**src/crms_pkg.sv**
```systemverilog
`default_nettype none
package crms_pkg;
  // ----------------------------------------------------------------
  // clock and time base
  // ----------------------------------------------------------------
  localparam int CLK_PERIOD_NS = 8;
  localparam int T_SOFT_DELAY_US = 100;
  localparam int T_POWER_GOOD_OUT_MS = 7;
  localparam int SOFT_DELAY_CYC = (T_SOFT_DELAY_US * 1000) / CLK_PERIOD_NS;
  localparam int POWER_GOOD_OUT_CYC = (T_POWER_GOOD_OUT_MS * 1000000) / CLK_PERIOD_NS;

  // ----------------------------------------------------------------
  // sequencing counts, in switching periods; reset switching period length in clocks
  // ----------------------------------------------------------------
  localparam logic [3:0] BOOT_QUAL_PERIODS = 4'd13;
  localparam int FILT_IDLE_PERIODS = 2;
  localparam int FILT_DCM_PERIODS = 7;
  localparam logic [15:0] SW_PERIOD_RST = 16'h01A1;

  // ----------------------------------------------------------------
  // voltage code, target in units of 100 uV
  // ----------------------------------------------------------------
  localparam logic [6:0] BOOT_CODE = 7'h18;
  localparam logic [6:0] CODE_LAST_NONZERO = 7'h60;
  localparam logic [13:0] TARGET_TOP = 14'h3A98;
  localparam logic [13:0] TARGET_STEP = 14'h007D;

  // ----------------------------------------------------------------
  // register map, byte addresses
  // ----------------------------------------------------------------
  localparam logic [7:0] REG_PERIOD = 8'h00;
  localparam logic [7:0] REG_STATUS = 8'h04;
  localparam logic [7:0] REG_TARGET = 8'h08;
  localparam logic [7:0] REG_CODE = 8'h0C;
  localparam int ST_STATE_LSB = 0;
  localparam int ST_MODE_LSB = 4;
  localparam int ST_STRAP_BIT = 8;
  localparam int ST_POWER_GOOD_OUT_BIT = 9;

  // ----------------------------------------------------------------
  // mode-control combination bit positions {sleep, deep_n, low_load_n}
  // ----------------------------------------------------------------
  localparam int CMB_LOWLOAD = 0;
  localparam int CMB_DEEP = 1;
  localparam int CMB_SLEEP = 2;

  typedef enum logic [2:0] {SEQ_OFF, SEQ_DELAY, SEQ_BOOT, SEQ_PGWAIT, SEQ_RUN} crms_seq_t;
  typedef enum logic [1:0] {MD_2CCM, MD_DROP, MD_1CCM, MD_1DE} crms_mode_t;

  // decode a voltage code to its target in 100 uV units
  function automatic logic [13:0] crms_code_to_target(input logic [6:0] code);
    logic [13:0] prod;
    prod = 14'(code) * TARGET_STEP;
    if (code > CODE_LAST_NONZERO)
      crms_code_to_target = 14'h0000;
    else
      crms_code_to_target = TARGET_TOP - prod;
  endfunction : crms_code_to_target
endpackage : crms_pkg
`default_nettype wire

```
**src/crms_sequencer.sv**
```systemverilog
// Overview of operation
// start sequence on enable rising edge
// ramp to boot level 100 us later
// force two-phase ccm during start-up
// low slew current during boot ramp
// clock enable after 13 in-window periods
// fast slew and code target after clock
// power good 7 ms after clock enable
// regulate to seven-bit code target
// code bit zero least significant
// 12.5 mV per step, high codes zero
// phases run half a period apart
// ripple rate scales with active phases
// strap forces single phase, phase two off
// strap keeps diode emulation always on
// active combos pick ccm by load
// sleep high, deep low gives emulation
// other combos pick ccm by load
// emulation blocks low side at zero current
// single phase waits for code ramp end
// code change leaves emulation to two-phase
// idle decision needs two stable periods
// emulation decision needs seven stable periods
// shift current, await zero before idling
// trim phase one width to balance
// compensation switch closed in single phase
// filter counters restart on input change
`timescale 1ns/1ps
`default_nettype none
module crms_sequencer
  import crms_pkg::*;
#(
  parameter int DELAY_CYC = SOFT_DELAY_CYC,
  parameter int PG_CYC = POWER_GOOD_OUT_CYC
)
(
  input wire logic clk,
  input wire logic srst,
  input wire logic psel,
  input wire logic penable,
  input wire logic pwrite,
  input wire logic [7:0] paddr,
  input wire logic [31:0] pwdata,
  output logic [31:0] prdata,
  output logic pready,
  output logic pslverr,
  input wire logic regulator_enable_in,
  input wire logic low_load_indicator_n,
  input wire logic sleep_slew_select,
  input wire logic deep_sleep_n,
  input wire logic [6:0] voltage_code,
  input wire logic phase2_strap,
  input wire logic vout_in_boot_window,
  input wire logic soft_at_target,
  input wire logic phase1_zero_current,
  input wire logic phase2_zero_current,
  input wire logic phase1_sense_high,
  input wire logic power_good_in,
  output logic power_good_out,
  output logic power_good_oe,
  output logic clk_en_n,
  output logic soft_ramp_en,
  output logic slew_fast,
  output logic [6:0] dac_code_q,
  output logic [13:0] target_q,
  output logic phase1_pulse_q,
  output logic phase2_pulse_q,
  output logic ripple_tick,
  output logic phase2_enable,
  output logic phase1_diode_emul,
  output logic lowside1_block,
  output logic current_shift,
  output logic comp_switch_closed,
  output logic phase1_width_up_q,
  output logic phase1_width_dn_q
);
  // ----------------------------------------------------------------
  // pin synchronisers
  // ----------------------------------------------------------------
  localparam int NSYNC = 18;
  logic [NSYNC-1:0] s1_q, s2_q, s3_q, cln_q;
  wire [NSYNC-1:0] pins = {power_good_in, phase1_sense_high, phase2_zero_current,
                           phase1_zero_current, soft_at_target, vout_in_boot_window,
                           phase2_strap, voltage_code, deep_sleep_n, sleep_slew_select,
                           low_load_indicator_n, regulator_enable_in};
  // a bit moves only once the second and third stages agree
  wire [NSYNC-1:0] cln_d = (s2_q & s3_q) | (cln_q & (s2_q | s3_q));

  always_ff @(posedge clk)
  begin
    if (srst)
    begin
      s1_q <= '0;
      s2_q <= '0;
      s3_q <= '0;
      cln_q <= '0;
    end
    else
    begin
      s1_q <= pins;
      s2_q <= s1_q;
      s3_q <= s2_q;
      cln_q <= cln_d;
    end
  end

  wire en_s = cln_q[0];
  wire [2:0] combo_s = {cln_q[2], cln_q[3], cln_q[1]};
  wire [6:0] code_s = cln_q[10:4];
  wire strap_s = cln_q[11];
  wire window_s = cln_q[12];
  wire at_target_s = cln_q[13];
  wire z1_s = cln_q[14];
  wire z2_s = cln_q[15];
  wire i1_high_s = cln_q[16];
  wire pg_pin_s = cln_q[17];

  // ----------------------------------------------------------------
  // switching period base and interleaved pulses
  // ----------------------------------------------------------------
  logic [15:0] period_q, sw_cnt_q;
  wire sw_wrap = (sw_cnt_q >= period_q - 16'h0001);
  wire [15:0] half = {1'b0, period_q[15:1]};
  wire period_tick = sw_wrap;

  always_ff @(posedge clk)
  begin
    if (srst)
    begin
      sw_cnt_q <= 16'h0000;
      phase1_pulse_q <= 1'b0;
      phase2_pulse_q <= 1'b0;
    end
    else
    begin
      sw_cnt_q <= sw_wrap ? 16'h0000 : sw_cnt_q + 16'h0001;
      phase1_pulse_q <= (sw_cnt_q == 16'h0000);
      phase2_pulse_q <= phase2_enable && (sw_cnt_q == half);
    end
  end

  // one ripple event per active phase per period
  assign ripple_tick = phase1_pulse_q | phase2_pulse_q;

  // ----------------------------------------------------------------
  // start-up sequencer
  // ----------------------------------------------------------------
  crms_seq_t seq_q, seq_d;
  logic [23:0] tmr_q, tmr_d;
  logic [3:0] boot_cnt_q, boot_cnt_d;
  logic en_prev_q;
  wire en_rise = en_s && !en_prev_q;
  wire boot_hit = period_tick && window_s && (boot_cnt_q == BOOT_QUAL_PERIODS - 4'h1);

  // next-state logic; dropping enable returns to off from anywhere
  always_comb
  begin
    seq_d = seq_q;
    tmr_d = tmr_q + 24'h000001;
    boot_cnt_d = boot_cnt_q;
    case (seq_q)
      SEQ_OFF:
      begin
        tmr_d = 24'h000000;
        if (en_rise)
          seq_d = SEQ_DELAY;
      end
      SEQ_DELAY:
      begin
        if (tmr_q == 24'(DELAY_CYC - 1))
        begin
          seq_d = SEQ_BOOT;
          boot_cnt_d = 4'h0;
        end
      end
      SEQ_BOOT:
      begin
        if (!window_s)
          boot_cnt_d = 4'h0;
        else if (period_tick)
          boot_cnt_d = boot_cnt_q + 4'h1;
        if (boot_hit)
        begin
          seq_d = SEQ_PGWAIT;
          tmr_d = 24'h000000;
        end
      end
      SEQ_PGWAIT:
      begin
        if (tmr_q == 24'(PG_CYC - 1))
          seq_d = SEQ_RUN;
      end
      SEQ_RUN:
        tmr_d = tmr_q;
      default:
        seq_d = SEQ_OFF;
    endcase
    if (!en_s)
      seq_d = SEQ_OFF;
  end

  always_ff @(posedge clk)
  begin
    if (srst)
    begin
      seq_q <= SEQ_OFF;
      tmr_q <= 24'h000000;
      boot_cnt_q <= 4'h0;
      en_prev_q <= 1'b0;
    end
    else
    begin
      seq_q <= seq_d;
      tmr_q <= tmr_d;
      boot_cnt_q <= boot_cnt_d;
      en_prev_q <= en_s;
    end
  end

  // sequence outputs
  assign soft_ramp_en = (seq_q == SEQ_BOOT) || slew_fast;
  assign slew_fast = (seq_q == SEQ_PGWAIT) || (seq_q == SEQ_RUN);
  assign clk_en_n = !slew_fast;
  assign power_good_out = 1'b0;
  assign power_good_oe = (seq_q != SEQ_RUN);

  // ----------------------------------------------------------------
  // voltage target
  // ----------------------------------------------------------------
  logic [6:0] code_prev_q;
  logic ramp_busy_q;
  logic ramp_low_seen_q;
  wire code_change = slew_fast && (code_s != code_prev_q);
  wire [6:0] code_sel = slew_fast ? code_s : BOOT_CODE;
  // the at-target pin lags the code by the synchroniser, so its stale high
  // level must not end the ramp: it has to drop and come back first
  wire ramp_done = ramp_low_seen_q && at_target_s;

  // a new code sets the busy flag even in the cycle the ramp ends
  // limitation: a code change that never drops at-target keeps the drop blocked
  always_ff @(posedge clk)
  begin
    if (srst)
    begin
      code_prev_q <= 7'h00;
      ramp_busy_q <= 1'b0;
      ramp_low_seen_q <= 1'b0;
      dac_code_q <= 7'h00;
      target_q <= 14'h0000;
    end
    else
    begin
      code_prev_q <= code_s;
      ramp_low_seen_q <= !code_change && ramp_busy_q && (ramp_low_seen_q || !at_target_s);
      ramp_busy_q <= code_change || (ramp_busy_q && !ramp_done);
      dac_code_q <= code_sel;
      target_q <= crms_code_to_target(code_sel);
    end
  end

  // ----------------------------------------------------------------
  // operating mode selection
  // ----------------------------------------------------------------
  logic [2:0] f_idle, f_dcm;
  crms_glitch_filter #(.PERIODS(FILT_IDLE_PERIODS)) u_filt_idle
  (
    .clk(clk),
    .srst(srst),
    .period_tick(period_tick),
    .raw(combo_s),
    .stable_q(f_idle)
  );
  crms_glitch_filter #(.PERIODS(FILT_DCM_PERIODS)) u_filt_dcm
  (
    .clk(clk),
    .srst(srst),
    .period_tick(period_tick),
    .raw(combo_s),
    .stable_q(f_dcm)
  );

  // emulation only for sleep high with deep-sleep low, load ignored
  wire de_req = f_dcm[CMB_SLEEP] && !f_dcm[CMB_DEEP];
  wire one_req = !f_idle[CMB_LOWLOAD];
  wire idle_de = f_idle[CMB_SLEEP] && !f_idle[CMB_DEEP];
  crms_mode_t mode_q, mode_d, want;
  assign want = de_req ? MD_1DE : ((one_req || idle_de) ? MD_1CCM : MD_2CCM);

  always_comb
  begin
    mode_d = mode_q;
    case (mode_q)
      MD_2CCM:
        if (want != MD_2CCM && !ramp_busy_q && !code_change)
          mode_d = MD_DROP;
      MD_DROP:
        if (want == MD_2CCM)
          mode_d = MD_2CCM;
        else if (z2_s)
          mode_d = want;
      MD_1CCM:
        if (want == MD_2CCM)
          mode_d = MD_2CCM;
        else
          mode_d = want;
      MD_1DE:
        if (code_change || want == MD_2CCM)
          mode_d = MD_2CCM;
        else
          mode_d = want;
      default:
        mode_d = MD_2CCM;
    endcase
    if (seq_q != SEQ_RUN)
      mode_d = MD_2CCM;
    if (strap_s)
      mode_d = MD_1DE;
  end

  always_ff @(posedge clk)
  begin
    if (srst)
      mode_q <= MD_2CCM;
    else
      mode_q <= mode_d;
  end

  // phase and compensation controls decoded from the mode register
  assign phase2_enable = (mode_q == MD_2CCM) || (mode_q == MD_DROP);
  assign phase1_diode_emul = (mode_q == MD_1DE);
  assign lowside1_block = phase1_diode_emul && z1_s;
  assign current_shift = (mode_q == MD_DROP);
  assign comp_switch_closed = !phase2_enable;

  // ----------------------------------------------------------------
  // current balance trim
  // ----------------------------------------------------------------
  // only meaningful with both phases carrying current
  always_ff @(posedge clk)
  begin
    if (srst)
    begin
      phase1_width_up_q <= 1'b0;
      phase1_width_dn_q <= 1'b0;
    end
    else
    begin
      phase1_width_up_q <= phase2_enable && !i1_high_s;
      phase1_width_dn_q <= phase2_enable && i1_high_s;
    end
  end

  // ----------------------------------------------------------------
  // apb slave, zero wait states
  // ----------------------------------------------------------------
  wire hit_period = (paddr == REG_PERIOD);
  wire hit_status = (paddr == REG_STATUS);
  wire hit_target = (paddr == REG_TARGET);
  wire hit_code = (paddr == REG_CODE);
  wire mapped = hit_period | hit_status | hit_target | hit_code;
  wire setup = psel && !penable;
  wire wr_period = psel && penable && pwrite && hit_period;
  wire [31:0] status_word = (32'(seq_q) << ST_STATE_LSB) | (32'(mode_q) << ST_MODE_LSB)
                            | (32'(strap_s) << ST_STRAP_BIT) | (32'(pg_pin_s) << ST_POWER_GOOD_OUT_BIT);
  wire [31:0] rd_mux = hit_period ? {16'h0000, period_q} :
                       hit_status ? status_word :
                       hit_target ? {18'h00000, target_q} :
                       hit_code ? {25'h0000000, dac_code_q} : 32'h0000_0000;

  // read data is captured in the setup cycle, valid in the access cycle
  always_ff @(posedge clk)
  begin
    if (srst)
    begin
      period_q <= SW_PERIOD_RST;
      prdata <= 32'h0000_0000;
    end
    else
    begin
      if (wr_period && pwdata[15:1] != 15'h0000)
        period_q <= pwdata[15:0];
      if (setup)
        prdata <= pwrite ? 32'h0000_0000 : rd_mux;
    end
  end

  assign pready = 1'b1;
  assign pslverr = psel && penable && !mapped;
endmodule : crms_sequencer
`default_nettype wire

```
**src/crms_glitch_filter.sv**
```systemverilog
`timescale 1ns/1ps
`default_nettype none
module crms_glitch_filter
  import crms_pkg::*;
#(
  parameter int PERIODS = 2
)
(
  input wire logic clk,
  input wire logic srst,
  input wire logic period_tick,
  input wire logic [2:0] raw,
  output logic [2:0] stable_q
);
  // ----------------------------------------------------------------
  // qualification counter
  // ----------------------------------------------------------------
  // one extra tick is needed since the first tick after a change
  // closes only a partial period
  localparam logic [3:0] NEED = 4'(PERIODS + 1);
  logic [2:0] last_q;
  logic [3:0] cnt_q;
  wire changed = (raw != last_q);
  wire done = (cnt_q == NEED);

  // restart on every change of the sampled combination
  always_ff @(posedge clk)
  begin
    if (srst)
    begin
      last_q <= 3'h0;
      cnt_q <= 4'h0;
      stable_q <= 3'h0;
    end
    else
    begin
      last_q <= raw;
      if (changed)
        cnt_q <= 4'h0;
      else if (period_tick && !done)
        cnt_q <= cnt_q + 4'h1;
      if (done)
        stable_q <= last_q;
    end
  end
endmodule : crms_glitch_filter
`default_nettype wire

```
**config.mk**
```make
export PLATFORM = sky130hd
export DESIGN_NAME = crms_sequencer
export DESIGN_NICKNAME = d
export VERILOG_FILES = /design/src/crms_pkg.sv /design/src/crms_sequencer.sv /design/src/crms_glitch_filter.sv
export SDC_FILE = /design/constraint.sdc
export NUM_CORES = 1
export LEC_CHECK = 0
export BUFFER_PORTS_ARGS = -buffer_cell sky130_fd_sc_hd__buf_2
export CAP_MARGIN = 20
export CORE_MARGIN = 1.5
export CORE_UTILIZATION = 28
export CTS_CLUSTER_SIZE = 24
export DETAILED_ROUTE_END_ITERATION = 6
export GPL_ROUTABILITY_DRIVEN = 1
export SYNTH_ARGS = -nofsm -noshare
export SYNTH_HDL_FRONTEND = slang
export SYNTH_HIERARCHICAL = 1
export SYNTH_SLANG_ARGS = --single-unit
```
**constraint.sdc**
```tcl
create_clock -name clk -period 6 [get_ports clk]
set_clock_uncertainty 0.1 [all_clocks]
set_input_delay 0.9 -clock clk [delete_from_list [all_inputs] [get_ports clk]]
set_output_delay 0.9 -clock clk [all_outputs]
set_load 0.005 [all_outputs]
```
# After elaboration in Yosys (flattened, before gate mapping)
# Index checks and enable logic that the tools add are counted.
[totals]
in_bits = 63
reg_bits = 221
out_inout_bits = 70
[op_classes]
reduce_logical = 61
eq_ne = 26
mux = 27
n_addsub = 7
n_mul = 1
n_bitwise = 13
order_cmp = 2
[ops]
columns = ["operator", "count"]
rows = [
  ["$pmux 24 s3", 1],
  ["$and 18x18->18", 2],
  ["$or 18x18->18", 2],
  ["$mux 16", 2],
  ["$mux 14", 2],
  ["$add 24x1->24 const B", 1],
  ["$eq 24x14->1 const B", 1],
  ["$eq 24x20->1 const B", 1],
  ["$logic_and 1x1->1", 24],
  ["$mux 24", 1],
  ["$mux 2", 9],
  ["$add 16x1->16 const B", 1],
  ["$eq 16x15->1", 1],
  ["$eq 8x4->1 const B", 2],
  ["$ge 16x16->1", 1],
  ["$logic_not 16->1", 1],
  ["$sub 16x1->16 const B", 1],
  ["$logic_not 1->1", 15],
  ["$pmux 3 s5", 1],
  ["$reduce_bool 15->1", 1],
  ["$mul 7x7->14 const B", 1],
  ["$mux 7", 2],
  ["$sub 14x14->14 const A", 1],
  ["$add 4x1->4 const B", 3],
  ["other kinds (33)", 60],
]

# Depth between registers and ports, before layout
# Gate-level depths: netlist (run 1).
[logic_depth]
ltp_word = 12
depth_mapped = 20
ltp_nobuf = 19

# Hierarchy
# The synthesis (run 1) kept the hierarchy.
[modules_own_cells]
columns = ["mod", "instances", "cells_each", "area_per_inst_um2", "seq_area_each_um2"]
rows = [
  ["crms_sequencer", 1, 1013, 9270.1, 3763.6],
  ["crms_glitch_filter at u_filt_dcm", 1, 46, 414.1, 200.2],
  ["crms_glitch_filter at u_filt_idle", 1, 43, 411.6, 200.2],
]

# Worst setup path after synthesis (run 1)
# Ideal clock, no wire load.
[synth_path]
kind = "reg2reg"
startpoint = "reg seq_q[1]"
endpoint = "reg target_q[13]"
required_time_ns = 5.777
stages_incl_launch_ff = 18
arrival_ns = 4.683
setup_slack_ns = 1.095
path_cell_list = "dfxtp_1 -> buf_2 -> nor3b_2 -> or2_2 -> clkbuf_1 -> nand2_1 -> fa_1 -> inv_1 -> fa_1 -> fa_1 -> inv_1 -> fa_1 -> ha_1 -> a2111oi_0 -> o41ai_1 -> a221oi_1 -> xnor2_1 -> nor2_1"
[synth_via]
elab_chain_len = 5
elab_cells_between_ends = 8
classes_between = "1 x add/sub; 1 x mul; 1 x order compare; 2 x eq/ne; 1 x mux; 2 x reduce/logical"
[synth_rtl]
columns = ["element", "line", "rtl"]
rows = [
  ["start: declaration", "crms_sequencer.sv:148", "crms_seq_t seq_q, seq_d;"],
  ["start signal: assignment", "crms_sequencer.sv:213", "seq_q <= seq_d;"],
  ["$eq 3x2->1 / $eq 3x3->1 (equally long branches)", "crms_sequencer.sv:222", "assign slew_fast = (seq_q == SEQ_PGWAIT) || (seq_q == SEQ_RUN);"],
  ["$logic_or 1x1->1 *", "crms_sequencer.sv:222", ""],
  ["via slew_fast", "crms_sequencer.sv:63", "output logic slew_fast,"],
  ["$mux 7 *", "crms_sequencer.sv:234", "wire [6:0] code_sel = slew_fast ? code_s : BOOT_CODE;"],
  ["$mul 7x7->14 / $gt 7x7->1 (equally long branches)", "crms_pkg.sv:53, crms_pkg.sv:54", ""],
  ["$sub 14x14->14 / $reduce_or 2->1 (equally long branches)", "n/a", ""],
  ["end signal: assignment", "crms_sequencer.sv:257", "target_q <= crms_code_to_target(code_sel);"],
  ["end: declaration", "crms_sequencer.sv:65", "output logic [13:0] target_q,"],
]
# Mark *: on every way through the listed nets, which the timed path passes. The rest lies on a longest branch.
# A chain may end at the register's enable or synchronous reset.

# Worst setup path in the final report (run 1)
[layout_path]
startpoint = "reg seq_q[2]"
endpoint = "reg target_q[13]"
[layout_via]
elab_chain_len = 5
elab_cells_between_ends = 8
classes_between = "1 x add/sub; 1 x mul; 1 x order compare; 2 x eq/ne; 1 x mux; 2 x reduce/logical"
[layout_rtl]
columns = ["element", "line"]
rows = [
  ["$eq 3x2->1 / $eq 3x3->1 (equally long branches)", "crms_sequencer.sv:222"],
  ["$logic_or 1x1->1 *", "crms_sequencer.sv:222"],
  ["$mux 7 *", "crms_sequencer.sv:234"],
  ["via code_sel[4]", "crms_sequencer.sv:234"],
  ["$mul 7x7->14 / $gt 7x7->1 (equally long branches)", "crms_pkg.sv:53, crms_pkg.sv:54"],
  ["$sub 14x14->14 / $reduce_or 2->1 (equally long branches)", "n/a"],
]
# Marks and branches as above.

==> results.yml, run 1 <==
clock_network:
  cts_tree: "built"
  htreeDepth: 1
  clk_pin_slew_ps: 60
  cts-resized-gates: 0
  numCtsBuffers: 22
  cts_root_buf: "clkbuf_16"
  postCtsHoldBufs: 0
  cts_sinks: 207
  postCtsSetupBuffers: 0
  clk_latency_ps: 510
  cts_buffer_depth: 3
global_route:
  grt.overflow.total: 0
  antenna_found_initial: 0
  met2_usage: 0.196
  grt-busiest-layer: "met2"
  met1_usage: 0.169
  grt_pass1_wl_mm: 36.4
  grt_pass1_vias: 6969
  track_usage: 0.121
  grt.met3_usage: 0.0189
  grt_max_degree: 73
power_and_ir_drop:
  internal_power_w: 0.00224
  seq_power_share: 0.493
  leakagePower_nw: 4.69
  p_switching_w: 0.000621
  p_clk_frac: 0.475
  vdd_drop_max_mv: 0.177
  power.density_nw_per_um2: 246
  switching_share: 0.217
  p_comb_frac: 0.032
final_layout:
  regArea_um2: 4140
  diodes: 0
  fillers: 3692
  layout-drive-gt1-share: 0.138
  final_common_cell: "dfxtp_1"
  area_delta_synth_final_pct: 15.6
  layout_common_cells: "207 x dfxtp_1, 104 x nor2_1, 97 x buf_2"
  final_area_um2: 11600
  nets: 1328
  multi_input_area_um2: 5380
sta:
  rsz0062_at_grt: "false"
  report.final.slew_viol_count: 0
  finalCritPeriodShare: 0.907
  max_freq_ghz: 0.184
  slew_headroom: 0.348
  post-route-min-period_ps: 5440
  setup_viol_count_final: 0
  hold_violations: 0
  worstMarginPinSlew_ps: 978
  setup_tns_ps: 0
setup_path:
  critPathMaxStageDelay_ps: 560
  cp.arrival_ps: 5720
  crit_top_cell: "fa_1"
  setup.worst_path.class: "flip-flop to flip-flop"
  critPathTopFamily: "adder cells"
  cp.required_ps: 6280
  worstPathCellList: "nor3b_2, buf_4, or2_2, inv_2, nor2_1, inv_1, ha_1, fa_1, fa_1, inv_1, fa_1, ha_1, a2111oi_0, o41ai_1, a221oi_1, xnor2_1, nor2_1"
  path_max_fanout: 11
  crit_buf_inv: 4
  cp-end-kind: "flip-flop"
  cpMaxStageDelayCell: "a2111oi_0"
  startpoint_type: "flip-flop"
place:
  placed_area_um2: 10900
  portBuffers: 98
  dp_hpwl_mm: 16.9
  routabilityCongestion: 0.815
routing:
  drt-total-wl_mm: 22.6
  drt_iter0_drc: 370
  drtAntennaViolNets: 0
  firstDrtPassIters: 4
  drc: 0
  via_per_inst: 4.50
  vias: 7467
  wl_per_cell_um: 13.6
die:
  fp-row-count: 69
  die_h_um: 193
  core_um2: 35500
  dieArea_um2: 37100
  die_w_um: 193
  start_util: 0.284
  io_pins: 133
hold_path:
  hp-class: "flip-flop to flip-flop"
synthesis:
  syn_inst: 1098
  syn_area_per_cell_um2: 9.17
  synth_warnings: 6
  synth_area_um2: 10100
outcome:
  status: "finished, final reports clean"
flow_run:
  maxCapViolCount: 0
## final timing paths
kind | cells past startpoint | slack, ps | end | start
hold reg to reg | 1 | 340 | s2_q[13] | s1_q[13]
setup reg to reg | 17 | 560 | target_q[13] | seq_q[2]
hold / removal | 1 | 340 | s2_q[13] | s1_q[13]
setup / recovery | 17 | 560 | target_q[13] | seq_q[2]
## metrics by stage
| stage | hold WS (ps) | cells | total power [W] | utilization | setup slack [ps] |
|---|---|---|---|---|---|
| 3_5_place_dp | 322 | 1619 | 0.00153 | 0.308 | 618 |
| 2_1_floorplan | 314 | 1114 | 0.00150 | - | 1090 |
| 5_1_grt | 358 | 1658 | 0.00297 | 0.328 | 51.2 |
| 3_3_place_gp | 319 | 1619 | 0.00153 | 0.308 | 749 |
| 6_report | 336 | 1658 | 0.00286 | 0.328 | 558 |
| 4_1_cts | 336 | 1658 | 0.00290 | 0.328 | 571 |
## power by group through the flow
stage | Combinational [W] | Sequential (W) | Clock, W
after floorplan | 0.0000631 | 0.00143 | 0
after global placement | 0.0000896 | 0.00144 | 0
after detailed placement | 0.0000911 | 0.00144 | 0
after CTS | 0.0000914 | 0.00141 | 0.00140
after global routing | 0.000103 | 0.00141 | 0.00146
final | 0.0000906 | 0.00141 | 0.00136
## state kept, by name, indices dropped and copies added, names as in the netlist, 2 cells and up
signal / flops
u_filt_idle/cnt_q: 4
u_filt_dcm/stable_q: 2
seq_q: 3
code_prev_q: 7
s3_q: 18
period_q: 16
u_filt_idle/last_q: 3
cln_q: 18
boot_cnt_q: 4
sw_cnt_q: 16
s2_q: 18
tmr_q: 24
u_filt_dcm/cnt_q: 4
prdata: 16
target_q: 14
dac_code_q: 7
u_filt_idle/stable_q: 3
u_filt_dcm/last_q: 3
mode_q: 2
s1_q: 18
## layer usage
metal,vias to the layer above,wire (um)
li1,3810,-
met1,3466,10900
met2,174,10100
met3,17,1250
met4,0,269
met5,-,0
## layout make-up
cell class,count,share of cell area
Multi-Input combinational cell,774,0.463
Sequential cell,207,0.356
Clock buffer,31,0.0528
Tap cell,461,0.0496
Timing Repair Buffer,103,0.0456
Inverter,74,0.0239
Clock inverter,8,0.00925
No activity file was read; power rests on OpenSTA's default activity.
==> inputs of run 2 (changes only) <==
--- a/config.mk
+++ b/config.mk
@@ -9,6 +9,7 @@
 export CAP_MARGIN = 20
 export CORE_MARGIN = 1.5
 export CORE_UTILIZATION = 28
+export CTS_BUF_LIST = sky130_fd_sc_hd__clkbuf_2
 export CTS_CLUSTER_SIZE = 24
 export DETAILED_ROUTE_END_ITERATION = 6
 export GPL_ROUTABILITY_DRIVEN = 1
==> run 2 against run 1 <==
Die area unchanged. Non-clock buffer count increased by 1. Count of clock-buffer cells in the layout grew 49. Largest cell class unchanged.
==> results.yml, run 2 (synthesized netlist as in run 1, its figures left out) <==
outcome:
  status: "finished, final reports clean"
final_layout:
  area_delta_synth_final_pct: 13.2
  nets: 1359
  layout-drive-gt1-share: 0.173
  layout_common_cells: "207 x dfxtp_1, 104 x nor2_1, 97 x buf_2"
  final_common_cell: "dfxtp_1"
  top_register: "tmr_q"
  largest_reg_flops: 24
  final_util: 0.321
setup_path:
  startpoint_type: "flip-flop"
  cp.arrival_ps: 6040
  rrSetupSlack_ps: 560
  cp.required_ps: 6600
  cpMaxStageDelayCell: "a2111oi_0"
  cp-end-kind: "flip-flop"
  r2r-end: "target_q[13]"
  critPathMaxStageDelay_ps: 550
  setup.worst_path.class: "flip-flop to flip-flop"
  timing.rr.start: "seq_q[2]"
  worstPathCellList: "nor3b_2, buf_4, or2_2, inv_2, nor2_1, inv_1, ha_1, fa_1, fa_1, inv_1, fa_1, ha_1, a2111oi_0, o41ai_1, a221oi_1, xnor2_1, nor2_1"
  path_max_fanout: 11
  worst_r2r_path_depth: 17
  crit_top_cell: "fa_1"
hold_path:
  hp-class: "input pin to flip-flop"
  whs_endpoint: "s1_q[11]"
  min_from: "phase2_strap"
  holdPathStages: 2
routing:
  drt-total-wl_mm: 22.7
  vias: 7641
  firstDrtPassIters: 5
  drtAntennaViolNets: 0
  drc: 0
  wl_per_cell_um: 13.3
  via_per_inst: 4.46
  drt_iter0_drc: 326
place:
  portBuffers: 98
  dp_hpwl_mm: 16.9
  routabilityCongestion: 0.815
sta:
  slew_headroom: 0.348
  post-route-min-period_ps: 5440
  setup_viol_count_final: 0
  rsz0062_at_grt: "false"
  hold_violations: 0
  finalCritPeriodShare: 0.906
  worstMarginPinSlew_ps: 978
  max_freq_ghz: 0.184
  setup_tns_ps: 0
  report.final.slew_viol_count: 0
die:
  fp-row-count: 69
  dieArea_um2: 37100
  die_h_um: 193
  die_w_um: 193
  core_um2: 35500
  io_pins: 133
  start_util: 0.284
power_and_ir_drop:
  p_clk_frac: 0.387
  leakagePower_nw: 4.71
  switching_share: 0.266
  p_comb_frac: 0.037
  internal_power_w: 0.00179
  vdd_drop_max_mv: 0.153
  power.density_nw_per_um2: 214
  p_switching_w: 0.000650
  seq_power_share: 0.576
global_route:
  grt_max_degree: 73
  track_usage: 0.124
  grt.overflow.total: 0
  grt_pass1_wl_mm: 36.8
  grt_pass1_vias: 7185
  antenna_found_initial: 1
clock_network:
  clk_pin_slew_ps: 110
  numCtsBuffers: 52
  htreeDepth: 2
  cts_tree: "built"
  cts_sinks: 207
  cts_buffer_depth: 3
  clk_latency_ps: 860
  cts_root_buf: "clkbuf_2"
flow_run:
  maxCapViolCount: 0
[run 2: changes by cell type in the layout (fill, tap and decap cells not counted)]
cell / change
bufinv_16: -2
clkbuf_1: -6
clkbuf_16: -22
clkbuf_2: +80
clkbuf_8: -3
clkinv_1: +7
clkinv_2: -2
clkinv_8: -1
clkinvlp_4: -1
diode_2: +2
dlygate4sd3_1: +1
inv_8: +2
[run 2: worst max-delay path by stage]
stage          slack, ps  cells past startpoint     start           end
6_report             560                     17  seq_q[2]  target_q[13]
5_1_grt               10                     17  seq_q[2]  target_q[13]
4_1_cts              540                     17  seq_q[2]  target_q[13]
3_5_place_dp         620                     17  seq_q[2]  target_q[13]
3_3_place_gp         750                     19  seq_q[2]  target_q[11]
2_1_floorplan       1090                     17  seq_q[1]  target_q[13]
[run 2: stage by stage]
step | power, W | instance area, um^2 | std cells | worst slack, ps | hold WS, ps
after floorplan | 0.00150 | 10100 | 1114 | 1090 | 314
after global placement | 0.00153 | 10900 | 1619 | 749 | 319
after detailed placement | 0.00153 | 10900 | 1619 | 618 | 322
after CTS | 0.00249 | 11400 | 1711 | 540 | 0.338
after global routing | 0.00258 | 11400 | 1713 | 10.1 | 21.6
final | 0.00244 | 11400 | 1713 | 563 | 144
[run 2: timing repair]
action	in CTS	in global routing
hold buffers	1	0
resized for setup	0	0
hold endpoints to repair	1	0
buffers inserted	0	0
[run 2: critical path: cells and delay by family, from the launching register on]
kind | cells | cell delay (ps)
xor gates and xnor gates | 1 | 170
buffers and inverters | 4 | 510
adders and majority gates | 5 | 2070
and+or+nand+nor | 4 | 840
DFF | 1 | 520
AOI/OAI and AO/OA | 3 | 1100
[run 2: cell type report]
cell class | count | area (um^2)
antenna | 2 | 5.00
clock buffer | 80 | 400
clock inverter | 11 | 62.6
fill | 3743 | 24100
inverter | 74 | 278
multi-input combinational | 774 | 5380
sequential | 207 | 4140
tap | 461 | 577
timing repair buffer | 104 | 541
[run 2: power groups by stage]
| stage | combinational, W | clock [W] | sequential, W |
|---|---|---|---|
| 2_1_floorplan | 0.0000631 | 0 | 0.00143 |
| 3_3_place_gp | 0.0000896 | 0 | 0.00144 |
| 3_5_place_dp | 0.0000911 | 0 | 0.00144 |
| 4_1_cts | 0.0000918 | 0.000992 | 0.00141 |
| 5_1_grt | 0.000104 | 0.00106 | 0.00141 |
| 6_report | 0.0000908 | 0.000945 | 0.00141 |
[run 2: routing by layer]
layer  vias up  share of wire  GRT usage
met5         -              0          0
met4         0          0.014     0.0379
met3        28          0.061     0.0269
met2       188           0.44      0.194
met1      3519           0.48      0.168
li1       3906              -          -
==> inputs of run 3 (changes only) <==
--- a/config.mk
+++ b/config.mk
@@ -5,14 +5,16 @@
 export SDC_FILE = /design/constraint.sdc
 export NUM_CORES = 1
 export LEC_CHECK = 0
-export BUFFER_PORTS_ARGS = -buffer_cell sky130_fd_sc_hd__buf_2
+export BUFFER_PORTS_ARGS = -buffer_cell sky130_fd_sc_hd__buf_4
 export CAP_MARGIN = 20
+export CORE_ASPECT_RATIO = 1.75
 export CORE_MARGIN = 1.5
 export CORE_UTILIZATION = 28
 export CTS_BUF_LIST = sky130_fd_sc_hd__clkbuf_2
 export CTS_CLUSTER_SIZE = 24
 export DETAILED_ROUTE_END_ITERATION = 6
 export GPL_ROUTABILITY_DRIVEN = 1
+export MAX_ROUTING_LAYER = met4
 export SYNTH_ARGS = -nofsm -noshare
 export SYNTH_HDL_FRONTEND = slang
 export SYNTH_HIERARCHICAL = 1
==> run 3 against run 2 <==
Routed wire length increased by 5.3%. Combinational power increased by 13%. Count of clock-buffer cells in the layout decreased by 19. Global-route usage increased by 0.87 points. Non-clock buffer count increased by 3. Sequential share of layout area decreased by 0.57 points. Total power decreased by 4.0%. Final cell count decreased by 0.53%. Sequential power about the same. Die area increased by 0.12%. Maximum frequency increased by 1.5%. First-iteration DRC count decreased by 27%. Critical endpoint is now target_q[11]. Largest power group unchanged.
==> results.yml, run 3 (synthesized netlist as in run 1, its figures left out) <==
outcome:
  status: "finished, final reports clean"
clock_network:
  postCtsHoldBufs: 0
  cts_sinks: 207
  cts_buffer_depth: 3
  numCtsBuffers: 47
  cts_tree: "built"
  postCtsSetupBuffers: 0
  htreeDepth: 2
  cts_root_buf: "clkbuf_2"
  clk_pin_slew_ps: 110
  cts-resized-gates: 0
  clk_latency_ps: 830
power_and_ir_drop:
  finalPower_w: 0.00234
  power.density_nw_per_um2: 203
  vdd_drop_max_mv: 0.127
  leakagePower_nw: 4.70
global_route:
  grt_pass1_vias: 7555
  grt.overflow.total: 0
  grt.met3_usage: 0.0224
  met2_usage: 0.246
  track_usage: 0.132
  grt-busiest-layer: "met2"
  antenna_found_initial: 1
  grt_max_degree: 88
  met1_usage: 0.133
  grt_pass1_wl_mm: 37.6
place:
  portBuffers: 98
  dp_hpwl_mm: 18.2
  dp_slack_ps: 694
  routabilityCongestion: 0.842
  dp.cells: 1627
final_layout:
  layout_common_cells: "207 x dfxtp_1, 107 x buf_4, 104 x nor2_1"
  layout-drive-gt1-share: 0.166
  finalNonFillerCells: 1704
  nets: 1357
  top_register: "tmr_q"
  final_common_cell: "dfxtp_1"
  final_util: 0.328
  largest_reg_flops: 24
  area_delta_synth_final_pct: 15.0
routing:
  via_per_inst: 4.53
  vias: 7721
  drtAntennaViolNets: 0
  wl_per_cell_um: 14.0
  drt-total-wl_mm: 23.9
  drt_iter0_drc: 238
  drc: 0
  firstDrtPassIters: 5
flow_run:
  maxCapViolCount: 0
sta:
  max_freq_ghz: 0.187
  worstMarginPinSlew_ps: 979
  finalCritPeriodShare: 0.893
  rsz0062_at_grt: "false"
  setup_tns_ps: 0
  slew_headroom: 0.347
  setup_slack_ps: 642
  hold_violations: 0
  post-route-min-period_ps: 5360
  setup_viol_count_final: 0
  report.final.slew_viol_count: 0
setup_path:
  crit_top_cell: "inv_1"
  critPathMaxStageDelay_ps: 540
  cp.required_ps: 6610
  cpMaxStageDelayCell: "fa_1"
  worstPathCellList: "nor3b_2, or2_2, inv_2, nor2_1, inv_1, ha_1, inv_1, fa_1, inv_1, fa_1, fa_1, inv_1, ha_1, inv_1, o41ai_1, o21ai_0, xor2_1, nor2_1"
  cp-end-kind: "flip-flop"
  cp.arrival_ps: 5970
  setup.worst_path.class: "flip-flop to flip-flop"
  path_max_fanout: 11
  startpoint_type: "flip-flop"
die:
  start_util: 0.285
  die_h_um: 254
  core_um2: 35300
  fp-row-count: 91
  io_pins: 133
  die_w_um: 146
  dieArea_um2: 37100
hold_path:
  hp-class: "input pin to flip-flop"
## run 3: cell count changes in the layout (fill, tap and decap cells not counted), moves of 2 or more
cell        delta
buf_2         -97
buf_4        +101
clkbuf_2      -19
clkinv_2       +4
clkinvlp_4     +2
inv_8          -2
## run 3: cell type report
cell class / count / area [um^2]
flip-flops and latches: 207 / 4140
repair buffers: 107 / 803
clock inverters: 15 / 75.1
diodes: 1 / 2.50
well taps: 465 / 582
inverters: 74 / 278
clock buffers: 61 / 305
fillers: 3772 / 23700
multi-input cells: 774 / 5380
## run 3: final timing paths
path,start,slack [ps],endpoint,depth (start not counted)
setup / recovery,seq_q[2],640,target_q[11],18
hold / removal,deep_sleep_n,190,s1_q[3],2
setup reg to reg,seq_q[2],640,target_q[11],18
hold reg to reg,s2_q[0],340,cln_q[0],2
## run 3: where the power goes
group	switching, W	internal (W)	total [W]
Clock	0.000552	0.000281	0.000833
Combinational	0.0000538	0.0000493	0.000103
Sequential	0.0000137	0.00139	0.00141
Total	0.000619	0.00172	0.00234
## run 3: worst max-delay path, delay by kind of cell (launching register included)
family / cells / cell delay, ps
flip-flops: 1 / 520
adder cells (fa/ha/maj): 5 / 2260
buffers and inverters: 6 / 510
AO/OA/AOI/OAI: 2 / 730
AND/OR/NAND/NOR: 4 / 960
XOR/XNOR: 1 / 160
## run 3: per-layer routing
| layer | up-vias | wire length, um |
|---|---|---|
| li1 | 3889 | - |
| met3 | 46 | 943 |
| met1 | 3612 | 9440 |
| met2 | 174 | 12700 |
| met4 | 0 | 858 |
| met5 | - | 0 |
## run 3: metrics by stage
stage	hold WS, ps	instance area, um^2
after floorplan	314	10100
after global placement	317	11200
after detailed placement	322	11200
after CTS	79.0	11600
after global routing	86.5	11600
final	193	11600
